===== config.mk =====
export PLATFORM = sky130hd
export DESIGN_NAME = hbt_engine
export DESIGN_NICKNAME = d
export VERILOG_FILES = /design/src/core/hbt_pkg.sv /design/src/core/hbt_engine.sv
export VERILOG_INCLUDE_DIRS = /design/src /design/src/core
export SDC_FILE = /design/constraint.sdc
export NUM_CORES = 2
export LEC_CHECK = 0
export ABC_AREA = 1
export BUFFER_PORTS_ARGS = -buffer_cell sky130_fd_sc_hd__buf_2
export CAP_MARGIN = 20
export CELL_PAD_IN_SITES_DETAIL_PLACEMENT = 1
export CELL_PAD_IN_SITES_GLOBAL_PLACEMENT = 2
export CORE_MARGIN = 2
export CORE_UTILIZATION = 33
export CTS_BUF_LIST = sky130_fd_sc_hd__clkbuf_4 sky130_fd_sc_hd__clkbuf_8
export DETAILED_ROUTE_END_ITERATION = 6
export PLACE_DENSITY_LB_ADDON = 0.1
export SYNTH_ARGS = -nofsm -noshare
export SYNTH_HDL_FRONTEND = slang
export SYNTH_SLANG_ARGS = --single-unit

===== constraint.sdc =====
create_clock -name clk_sys -period 6 [get_ports clk_sys]
set_clock_uncertainty 0.15 [all_clocks]
set_input_delay 0.6 -clock clk_sys [delete_from_list [all_inputs] [get_ports clk_sys]]
set_output_delay 0.6 -clock clk_sys [all_outputs]
set_load 0.005 [all_outputs]

===== src/core/hbt_regs.svh =====
// register offsets, field positions and reset values of the host blit engine
`ifndef HBT_REGS_SVH
`define HBT_REGS_SVH

// ----------------------------------------------------------------
// byte offsets on the register port
// ----------------------------------------------------------------
`define HBT_OFF_CTRL 16'h0000
`define HBT_OFF_SRC_PITCH 16'h0004
`define HBT_OFF_SRC_ALIGN 16'h0008
`define HBT_OFF_WIDTH 16'h000c
`define HBT_OFF_HEIGHT 16'h0010
`define HBT_OFF_FG 16'h0014
`define HBT_OFF_BG 16'h0018
`define HBT_OFF_PAT_BASE 16'h001c
`define HBT_OFF_DEPTH 16'h0020
`define HBT_OFF_STATUS 16'h0024
`define HBT_OFF_DATA 16'h0028
// dest_coord window: addr[15:12] selects it, addr[11:2] is the count field
`define HBT_DC_PAGE 4'h1

// ----------------------------------------------------------------
// raster_op_control fields
// ----------------------------------------------------------------
`define HBT_CTRL_ROP_LSB 0
`define HBT_CTRL_SRC_LSB 8
`define HBT_CTRL_EXPAND 10
`define HBT_CTRL_TRANSP 11
`define HBT_CTRL_PACKED 12
`define HBT_CTRL_LINE_LSB 13
`define HBT_CTRL_PAT_EN 15

// source_select and line mode codes
`define HBT_SRC_FILL 2'h0
`define HBT_SRC_SCREEN 2'h1
`define HBT_SRC_HOST 2'h2
`define HBT_LINE_NONE 2'h0
`define HBT_LINE_HORZ 2'h1
`define HBT_LINE_VERT 2'h2

// alignment widths in bits of src_align_coord
`define HBT_ALIGN_UNPK_W 3
`define HBT_ALIGN_PK_W 5

// ----------------------------------------------------------------
// reset values
// ----------------------------------------------------------------
`define HBT_CTRL_RST 32'h0000_00cc
`define HBT_REG_RST 32'h0000_0000
`define HBT_HALF_RST 16'h0000
`define HBT_DEPTH_RST 2'h0

`endif


===== src/core/hbt_pkg.sv =====
// types shared by the host blit engine
package hbt_pkg;

  // ----------------------------------------------------------------
  // engine states, one-hot
  // ----------------------------------------------------------------
  typedef enum logic [3:0] {
    HBT_ST_IDLE = 4'b0001,
    HBT_ST_LINE = 4'b0010,
    HBT_ST_RUN = 4'b0100,
    HBT_ST_DONE = 4'b1000
  } hbt_state_t;

  // ----------------------------------------------------------------
  // carriers
  // ----------------------------------------------------------------
  typedef struct packed {
    logic wr;
    logic rd;
    logic [15:0] addr;
    logic [31:0] wdata;
  } hbt_bus_req_t;

  typedef struct packed {
    logic valid;
    logic wr;
    logic [15:0] x;
    logic [15:0] y;
    logic [31:0] data;
    logic [3:0] be;
  } hbt_pix_t;

  typedef struct packed {
    logic [15:0] x;
    logic [15:0] y;
    logic [15:0] width;
    logic [15:0] height;
  } hbt_cmd_t;

endpackage : hbt_pkg


===== src/core/hbt_engine.sv =====
// host blit, packed text and line segment engine with register port
//
// Behaviour
// - drop line leftovers unless source stride zero or packed flag set
// - stride zero: host lines form one stream
// - unpacked alignment uses low three bits
// - dest_coord write comes last and launches
// - full data port stalls host, no loss
// - packed flag: bitmap lines without padding
// - 32-bit words, bit picks fore/background
// - transparent expansion: zero bit leaves pixel
// - packed words fully used, trailing bits dropped
// - bits from byte zero MSB onward
// - fetch pattern row each scan line
// - packed alignment uses low five bits
// - dest and width double buffered
// - horizontal line: count loads width
// - vertical line: count loads height
// - lines use background colour through rop
// - all 256 three-operand raster codes
// - host source select reads data port
// - merge two host words after alignment drop
`timescale 1ns/100ps
`default_nettype none
`include "hbt_regs.svh"

module hbt_engine (
  // clock and reset
  input wire logic clk_sys,
  input wire logic rst_n,
  // register port
  input wire hbt_pkg::hbt_bus_req_t bus_req,
  output logic [31:0] rdata,
  output logic data_ready,
  output logic busy,
  // frame buffer side
  input wire logic [31:0] dst_data,
  input wire logic [31:0] pat_data,
  output logic [15:0] cur_x,
  output logic [15:0] cur_y,
  output hbt_pkg::hbt_pix_t pix,
  output logic pat_req,
  output logic [15:0] pat_row
);
  import hbt_pkg::*;

  function automatic logic hit(input logic [15:0] addr, input logic [15:0] off);
    hit = (addr == off);
  endfunction : hit

  function automatic logic [31:0] byte_rev32(input logic [31:0] w);
    logic [31:0] r;
    r = 32'h0000_0000;
    for (int b = 0; b < 32; b++) begin
      r[b] = w[(b & ~7) + 7 - (b & 7)];
    end
    byte_rev32 = r;
  endfunction : byte_rev32

  // ----------------------------------------------------------------
  // registers
  // ----------------------------------------------------------------
  logic [31:0] ctrl;
  logic [15:0] src_pitch;
  logic [31:0] src_align_coord;
  logic [15:0] width_reg;
  logic [15:0] height_reg;
  logic [31:0] fg;
  logic [31:0] bg;
  logic [31:0] pat_base;
  logic [1:0] depth;
  hbt_state_t st;
  hbt_state_t next_st;
  hbt_cmd_t cmd;
  hbt_cmd_t pend;
  logic pend_valid;
  logic [15:0] x_off;
  logic [15:0] y_off;
  logic [63:0] q;
  logic [6:0] cnt;
  logic first;
  logic hw_valid;
  logic [31:0] hw_word;

  // ----------------------------------------------------------------
  // address decode
  // ----------------------------------------------------------------
  wire logic wr = bus_req.wr;
  wire logic [15:0] a = bus_req.addr;
  wire logic [31:0] wd = bus_req.wdata;
  wire logic wr_ctrl = wr && hit(a, `HBT_OFF_CTRL);
  wire logic wr_pitch = wr && hit(a, `HBT_OFF_SRC_PITCH);
  wire logic wr_align = wr && hit(a, `HBT_OFF_SRC_ALIGN);
  wire logic wr_width = wr && hit(a, `HBT_OFF_WIDTH);
  wire logic wr_height = wr && hit(a, `HBT_OFF_HEIGHT);
  wire logic wr_fg = wr && hit(a, `HBT_OFF_FG);
  wire logic wr_bg = wr && hit(a, `HBT_OFF_BG);
  wire logic wr_pat = wr && hit(a, `HBT_OFF_PAT_BASE);
  wire logic wr_depth = wr && hit(a, `HBT_OFF_DEPTH);
  wire logic wr_data = wr && hit(a, `HBT_OFF_DATA);
  wire logic dc_wr = wr && (a[15:12] == `HBT_DC_PAGE);
  wire logic [15:0] count = {6'h00, a[11:2]};

  // ----------------------------------------------------------------
  // mode fields
  // ----------------------------------------------------------------
  wire logic [7:0] raster_op_control = ctrl[`HBT_CTRL_ROP_LSB +: 8];
  wire logic [1:0] src_sel = ctrl[`HBT_CTRL_SRC_LSB +: 2];
  wire logic expand = ctrl[`HBT_CTRL_EXPAND];
  wire logic transp = ctrl[`HBT_CTRL_TRANSP];
  wire logic packed_src = ctrl[`HBT_CTRL_PACKED];
  wire logic [1:0] line_mode = ctrl[`HBT_CTRL_LINE_LSB +: 2];
  wire logic pat_en = ctrl[`HBT_CTRL_PAT_EN];
  wire logic hline = (line_mode == `HBT_LINE_HORZ);
  wire logic vline = (line_mode == `HBT_LINE_VERT);
  // line segments take their colour from background, never the port
  wire logic use_host = (src_sel == `HBT_SRC_HOST) && (line_mode == `HBT_LINE_NONE);
  wire logic [2:0] bpp = {1'b0, depth} + 3'd1;
  wire logic [6:0] need = expand ? 7'd1 : {1'b0, bpp, 3'b000};
  wire logic [6:0] skip = packed_src ?
                          {2'b00, src_align_coord[`HBT_ALIGN_PK_W-1:0]} :
                          {1'b0, src_align_coord[`HBT_ALIGN_UNPK_W-1:0], 3'b000};
  wire logic [3:0] be = (depth == 2'd0) ? 4'h1 : (depth == 2'd1) ? 4'h3 :
                        (depth == 2'd2) ? 4'h7 : 4'hf;
  wire logic [31:0] mask = {{8{be[3]}}, {8{be[2]}}, {8{be[1]}}, {8{be[0]}}};

  // ----------------------------------------------------------------
  // command launch and queue
  // ----------------------------------------------------------------
  wire hbt_cmd_t new_cmd = '{x: wd[15:0], y: wd[31:16],
    width: (hline || packed_src) ? count : width_reg,
    height: vline ? count : height_reg};
  wire logic start_now = dc_wr && (st == HBT_ST_IDLE) && !pend_valid;
  wire logic take = (st == HBT_ST_DONE) && pend_valid;
  wire logic launch = start_now || take;
  wire logic queue_it = dc_wr && !start_now;
  wire logic next_pend_valid = (pend_valid && !take) || queue_it;

  // ----------------------------------------------------------------
  // walk over the rectangle
  // ----------------------------------------------------------------
  wire logic emit = (st == HBT_ST_RUN) && (!use_host || (cnt >= need));
  wire logic x_last = ({1'b0, x_off} + {14'h0000, bpp}) > {1'b0, cmd.width};
  // packed text counts lines, everything else lines minus one
  wire logic [15:0] rows_m1 = (packed_src && use_host) ? cmd.height - 16'h0001 : cmd.height;
  wire logic last_row = (y_off == rows_m1);
  wire logic row_end = emit && x_last;
  wire logic drop_line = use_host && !packed_src && (src_pitch != 16'h0000);

  always_comb begin
    next_st = st;
    case (st)
      HBT_ST_IDLE: begin
        if (start_now) begin
          next_st = HBT_ST_LINE;
        end
      end
      HBT_ST_LINE: begin
        next_st = HBT_ST_RUN;
      end
      HBT_ST_RUN: begin
        if (row_end) begin
          next_st = last_row ? HBT_ST_DONE : HBT_ST_LINE;
        end
      end
      HBT_ST_DONE: begin
        next_st = take ? HBT_ST_LINE : HBT_ST_IDLE;
      end
      default: begin
        next_st = HBT_ST_IDLE;
      end
    endcase
  end

  wire hbt_cmd_t next_cmd = start_now ? new_cmd : take ? pend : cmd;
  wire logic [15:0] next_x_off = launch ? 16'h0000 : !emit ? x_off :
                                 x_last ? 16'h0000 : x_off + {13'h0000, bpp};
  wire logic [15:0] next_y_off = launch ? 16'h0000 : row_end ? y_off + 16'h0001 : y_off;

  // ----------------------------------------------------------------
  // host bit queue: q[0] is the next stream bit
  // ----------------------------------------------------------------
  logic [63:0] mid_q;
  logic [6:0] mid_cnt;
  always_comb begin
    mid_q = q;
    mid_cnt = cnt;
    if (emit && use_host) begin
      mid_q = q >> need;
      mid_cnt = cnt - need;
    end
    if (row_end && drop_line) begin
      mid_q = 64'h0000_0000_0000_0000;
      mid_cnt = 7'd0;
    end
    if (st == HBT_ST_DONE || st == HBT_ST_IDLE) begin
      mid_q = 64'h0000_0000_0000_0000;
      mid_cnt = 7'd0;
    end
  end

  // stream order is byte 0 msb first, so each byte is bit reversed
  wire logic [63:0] stream = {32'h0000_0000, byte_rev32(hw_word)};
  // a word is taken only when the queue runs short, so a line end drops nothing but
  // the leftovers of its own last word; the end of a character also drops a word
  // taken in the cycle of its last pixel
  wire logic load = hw_valid && use_host && (st == HBT_ST_RUN) && (mid_cnt < need);
  wire logic [63:0] next_q = !load ? mid_q : first ? (stream >> skip) :
                             (mid_q | (stream << mid_cnt));
  wire logic [6:0] next_cnt = !load ? mid_cnt : first ? 7'd32 - skip : mid_cnt + 7'd32;
  wire logic next_hw_valid = (hw_valid && !load) || wr_data;

  // ----------------------------------------------------------------
  // source colour and raster operation
  // ----------------------------------------------------------------
  wire logic hbit = q[0];
  wire logic [31:0] src_raw = expand ? (hbit ? fg : bg) :
                              use_host ? byte_rev32(q[31:0]) : bg;
  wire logic [31:0] src_col = src_raw & mask;
  logic [31:0] rop_res;
  for (genvar i = 0; i < 32; i++) begin : g_rop
    assign rop_res[i] = raster_op_control[{pat_data[i], src_col[i], dst_data[i]}];
  end
  wire logic pix_wr = !(expand && transp && !hbit);

  // ----------------------------------------------------------------
  // read mux
  // ----------------------------------------------------------------
  wire logic [31:0] status = {29'h0, hw_valid, pend_valid, busy};
  wire logic [31:0] rd_mux =
    hit(a, `HBT_OFF_CTRL) ? ctrl :
    hit(a, `HBT_OFF_SRC_PITCH) ? {16'h0000, src_pitch} :
    hit(a, `HBT_OFF_SRC_ALIGN) ? src_align_coord :
    hit(a, `HBT_OFF_WIDTH) ? {16'h0000, width_reg} :
    hit(a, `HBT_OFF_HEIGHT) ? {16'h0000, height_reg} :
    hit(a, `HBT_OFF_FG) ? fg :
    hit(a, `HBT_OFF_BG) ? bg :
    hit(a, `HBT_OFF_PAT_BASE) ? pat_base :
    hit(a, `HBT_OFF_DEPTH) ? {30'h0, depth} :
    hit(a, `HBT_OFF_STATUS) ? status : 32'h0000_0000;
  wire logic [15:0] next_width = wr_width ? wd[15:0] :
                                 (dc_wr && (hline || packed_src)) ? count : width_reg;
  wire logic [15:0] next_height = wr_height ? wd[15:0] : (dc_wr && vline) ? count : height_reg;

  // ----------------------------------------------------------------
  // flip-flops
  // ----------------------------------------------------------------
  always_ff @(posedge clk_sys or negedge rst_n) begin
    if (!rst_n) begin
      ctrl <= `HBT_CTRL_RST;
      src_pitch <= `HBT_HALF_RST;
      src_align_coord <= `HBT_REG_RST;
      fg <= `HBT_REG_RST;
      bg <= `HBT_REG_RST;
      pat_base <= `HBT_REG_RST;
      depth <= `HBT_DEPTH_RST;
    end else begin
      if (wr_ctrl) ctrl <= wd;
      if (wr_pitch) src_pitch <= wd[15:0];
      if (wr_align) src_align_coord <= wd;
      if (wr_fg) fg <= wd;
      if (wr_bg) bg <= wd;
      if (wr_pat) pat_base <= wd;
      if (wr_depth) depth <= wd[1:0];
    end
  end

  always_ff @(posedge clk_sys or negedge rst_n) begin
    if (!rst_n) begin
      width_reg <= `HBT_HALF_RST;
      height_reg <= `HBT_HALF_RST;
      st <= HBT_ST_IDLE;
      cmd <= '0;
      pend <= '0;
      pend_valid <= 1'b0;
      x_off <= `HBT_HALF_RST;
      y_off <= `HBT_HALF_RST;
    end else begin
      width_reg <= next_width;
      height_reg <= next_height;
      st <= next_st;
      cmd <= next_cmd;
      if (queue_it) pend <= new_cmd;
      pend_valid <= next_pend_valid;
      x_off <= next_x_off;
      y_off <= next_y_off;
    end
  end

  always_ff @(posedge clk_sys or negedge rst_n) begin
    if (!rst_n) begin
      q <= 64'h0000_0000_0000_0000;
      cnt <= 7'd0;
      first <= 1'b0;
      hw_valid <= 1'b0;
      hw_word <= `HBT_REG_RST;
      data_ready <= 1'b1;
    end else begin
      q <= next_q;
      cnt <= next_cnt;
      first <= launch || (first && !load);
      hw_valid <= next_hw_valid;
      if (wr_data) hw_word <= wd;
      data_ready <= !next_hw_valid;
    end
  end

  always_ff @(posedge clk_sys or negedge rst_n) begin
    if (!rst_n) begin
      rdata <= `HBT_REG_RST;
      busy <= 1'b0;
      cur_x <= `HBT_HALF_RST;
      cur_y <= `HBT_HALF_RST;
      pix <= '0;
      pat_req <= 1'b0;
      pat_row <= `HBT_HALF_RST;
    end else begin
      rdata <= bus_req.rd ? rd_mux : 32'h0000_0000;
      busy <= (next_st != HBT_ST_IDLE);
      cur_x <= next_cmd.x + next_x_off;
      cur_y <= next_cmd.y + next_y_off;
      pix <= '{valid: emit, wr: pix_wr, x: cur_x, y: cur_y, data: rop_res & mask, be: be};
      pat_req <= (st == HBT_ST_LINE) && pat_en;
      pat_row <= y_off;
    end
  end
endmodule : hbt_engine

`default_nettype wire


==> impl_metrics.toml <==
[sta]
fmax_mhz = 169
drv_slew = 0
rsz0062_at_grt = "true"
tightest_slew_ps = 1050
fin_crit_sh_pct = 98.8
tns_ps = 0
period_minus_slack_ps = 5930
setup_viol = 0
maxSlewHeadroom_pct = 29.9
hold_viol_final = 0

[clocking]
clock_sinks = 633
htree_levels = 3
cts_tree = "done"
clock_latency_ps = 830
cts_root_buf = "clkbuf_8"
cts_buffers = 120
clkSlewWorstSetupHoldPaths_ps = 60
clockBufferDepth = 3

[logic_synthesis]
synth-edff-count = 0
yosysWarningCount = 0
synth.most_common_cell = "nand2_1"
synth_area_mm2 = 0.0375
synth-seq-area-share_pct = 42.2
ys_ff_latch = 633
synth_cells = 5045
synth_area_leader_cell = "dfrtp_1"
synthDistinctLibCells = 62
synth.net_count = 5227
yosys.area.top_type_share_pct = 41.8
ys_top_cells_by_count = "nand2_1, o21ai_0, dfrtp_1"
syn_area_per_cell_um2 = 7.44
async_flop_share_pct = 100
synthFlopType = "dfrtp_1"
synth_area_leaders = "dfrtp_1, nand2_1, o21ai_0"

[routing]
route.detailed.drc = 0
drt-vias-per-instance = 5.50
postRouteWirelength_um = 176000
via_count = 38780
drtIter0Drc = 3086
dr.pass1.iters = 6
postRouteAntennaNets = 0
wl_per_cell_um = 24.9

[setup_path]
cp-end-kind = "flop"
crit_top_cell = "a21oi_2"
slowest_delay_ps = 390
slowest_stage = "dfrtp_1"
crit_start = "depth[0]"
cp_max_fo = 5
cp-start-kind = "flop"
r2r-end = "cur_y[15]"
crit_type = "reg2reg"
worstReg2RegStart = "depth[0]"
worstPathArrival_ps = 6520
worstRegToRegCells = 37
cp.required_ps = 6590
worst-r2r-setup-slack_ps = 70

[hold_path]
holdCritPathClass = "in2reg"
worstHoldStart = "bus_req[40]"
min_path_cells = 3
hold_path_end = "width_reg[6]"

[final_layout]
area_growth_pct = 22.0
drive_gt1_share_pct = 17.1
largest_reg_flops = 70
fillers = 13824
nets = 5630
largest_register = "pix"
fin_util_pct = 40.6
stdcell_count = 7054

[global_routing]
grt_max_degree = 133
grt_pass1_vias = 38622
grt_antenna_before_repair = 13
grt_pass1_wl_um = 260000
overflow = 0
track_usage_pct = 29.7

[power_and_ir_drop]
swShare_pct = 25.2
p_comb_share_pct = 4.5
p_leak_nw = 21.5
power_density_mw_per_mm2 = 209
p_clk_share_pct = 49.7
p_int_mw = 7.17
peakVddDrop_v = 0.000159
p_seq_share_pct = 45.8
p_sw_mw = 2.41

[run]
drv_cap = 0

[floorplanning]
die_height_um = 341
initial_core_util_pct = 33.3
die_x_um = 341
row_count = 123
core_mm2 = 0.113
dieArea_mm2 = 0.116
io_pins = 269

[placement]
gp_congestion = 0.923
dp_hpwl_um = 129000
dp_cells = 6703
io_buffers = 268

[run_status]
outcome = "completed"
[per-layer routing]
| layer | vias to the layer above | global-route usage [%] | routed length [um] | part of all wire [%] |
|---|---|---|---|---|
| met5 | - | 0 | 69 | 0.039 |
| met4 | 10 | 10.5 | 6620 | 3.8 |
| met3 | 264 | 5.12 | 10400 | 5.9 |
| met2 | 1123 | 46.9 | 79700 | 45 |
| met1 | 19275 | 41.0 | 79100 | 45 |
| li1 | 18108 | - | - | - |
[worst max path at each step]
stage / endpoint / slack (ps) / cells past startpoint
after detailed placement: cur_y[15] / -560 / 39
after CTS: cur_y[15] / -50 / 40
after floorplan: cur_y[15] / 2 / 35
after global placement: cur_y[15] / -420 / 39
final: cur_y[15] / 70 / 37
after global routing: cur_y[15] / -390 / 39
[power by group through the flow]
| stage | logic, mW | registers [mW] | clock network, mW |
|---|---|---|---|
| floorplan | 0.148 | 4.46 | 0 |
| global placement | 0.395 | 4.46 | 0 |
| detailed placement | 0.403 | 4.47 | 0 |
| CTS | 0.440 | 4.39 | 4.88 |
| global route | 0.484 | 4.40 | 5.06 |
| finish | 0.433 | 4.39 | 4.76 |
[area by class of cell]
| cell class | count | area [um^2] | area share (%) |
|---|---|---|---|
| clock buffer | 195 | 2420 | 5.29 |
| tap | 1500 | 1880 | 4.10 |
| antenna | 3 | 7.51 | 0.0164 |
| multi-input combinational | 3674 | 19400 | 42.4 |
| timing repair buffer | 622 | 4430 | 9.69 |
| inverter | 397 | 1500 | 3.27 |
| sequential | 633 | 15900 | 34.6 |
| clock inverter | 30 | 279 | 0.610 |
[placed cells by master (no fill, tap or decap), types with 20 or more instances in the layout]
cell type,Yosys,layout
o22ai_1,76,75
buf_4,6,256
a21oi_1,219,200
a31oi_1,21,21
clkinv_2,0,21
a311oi_1,24,24
nand4_1,39,39
clkbuf_4,0,42
dfrtp_1,627,626
dlygate4sd3_1,0,75
inv_2,13,22
buf_2,34,267
o2111ai_1,27,27
o221ai_1,51,51
o211ai_1,128,128
nor3_1,39,33
a22oi_1,54,54
clkbuf_8,0,153
a211oi_1,58,53
nor2_1,299,284
xor2_1,58,56
nand2_1,1290,1278
inv_1,373,364
o21ai_0,685,672
o21ai_1,16,20
nand3_1,391,384
ha_1,63,51
[timing repair]
item / CTS / global route
gates cloned: 1 / 0
hold endpoints to repair: 141 / 0
setup buffers: 35 / 16
pin swaps: 51 / 69
setup endpoints to repair: 13 / 89
gates resized for setup: 72 / 66
hold buffers: 75 / 0
[cells by family after synthesis]
group	after synthesis	share of synthesized area [%]
buffers and inverters	738	7.69
muxes	7	0.187
other	1	0.0100
xor gates and xnor gates	71	1.66
DFF	633	42.2
AOI/OAI and AO/OA	1415	22.3
adders and majority gates	66	2.26
and+or+nand+nor	2114	23.6
[critical path, delay by kind of cell (launching register included)]
kind | cells | cell delay [ps]
AOI/OAI and AO/OA | 12 | 1640
xor gates and xnor gates | 3 | 470
adders and majority gates | 4 | 1140
buffers and inverters | 6 | 580
DFF | 1 | 390
and+or+nand+nor | 12 | 1450
[metrics by stage]
step	instance area (um^2)	setup slack, ps	power (mW)	hold slack [ps]
6_report	45800	69.8	9.59	65.7
3_3_place_gp	41300	-416	4.86	206
4_1_cts	45400	-49.2	9.71	3.40
5_1_grt	45800	-388	9.95	36.1
3_5_place_dp	41300	-562	4.87	208
2_1_floorplan	37500	2.14	4.60	154
(Power assumes the default switching activity.)
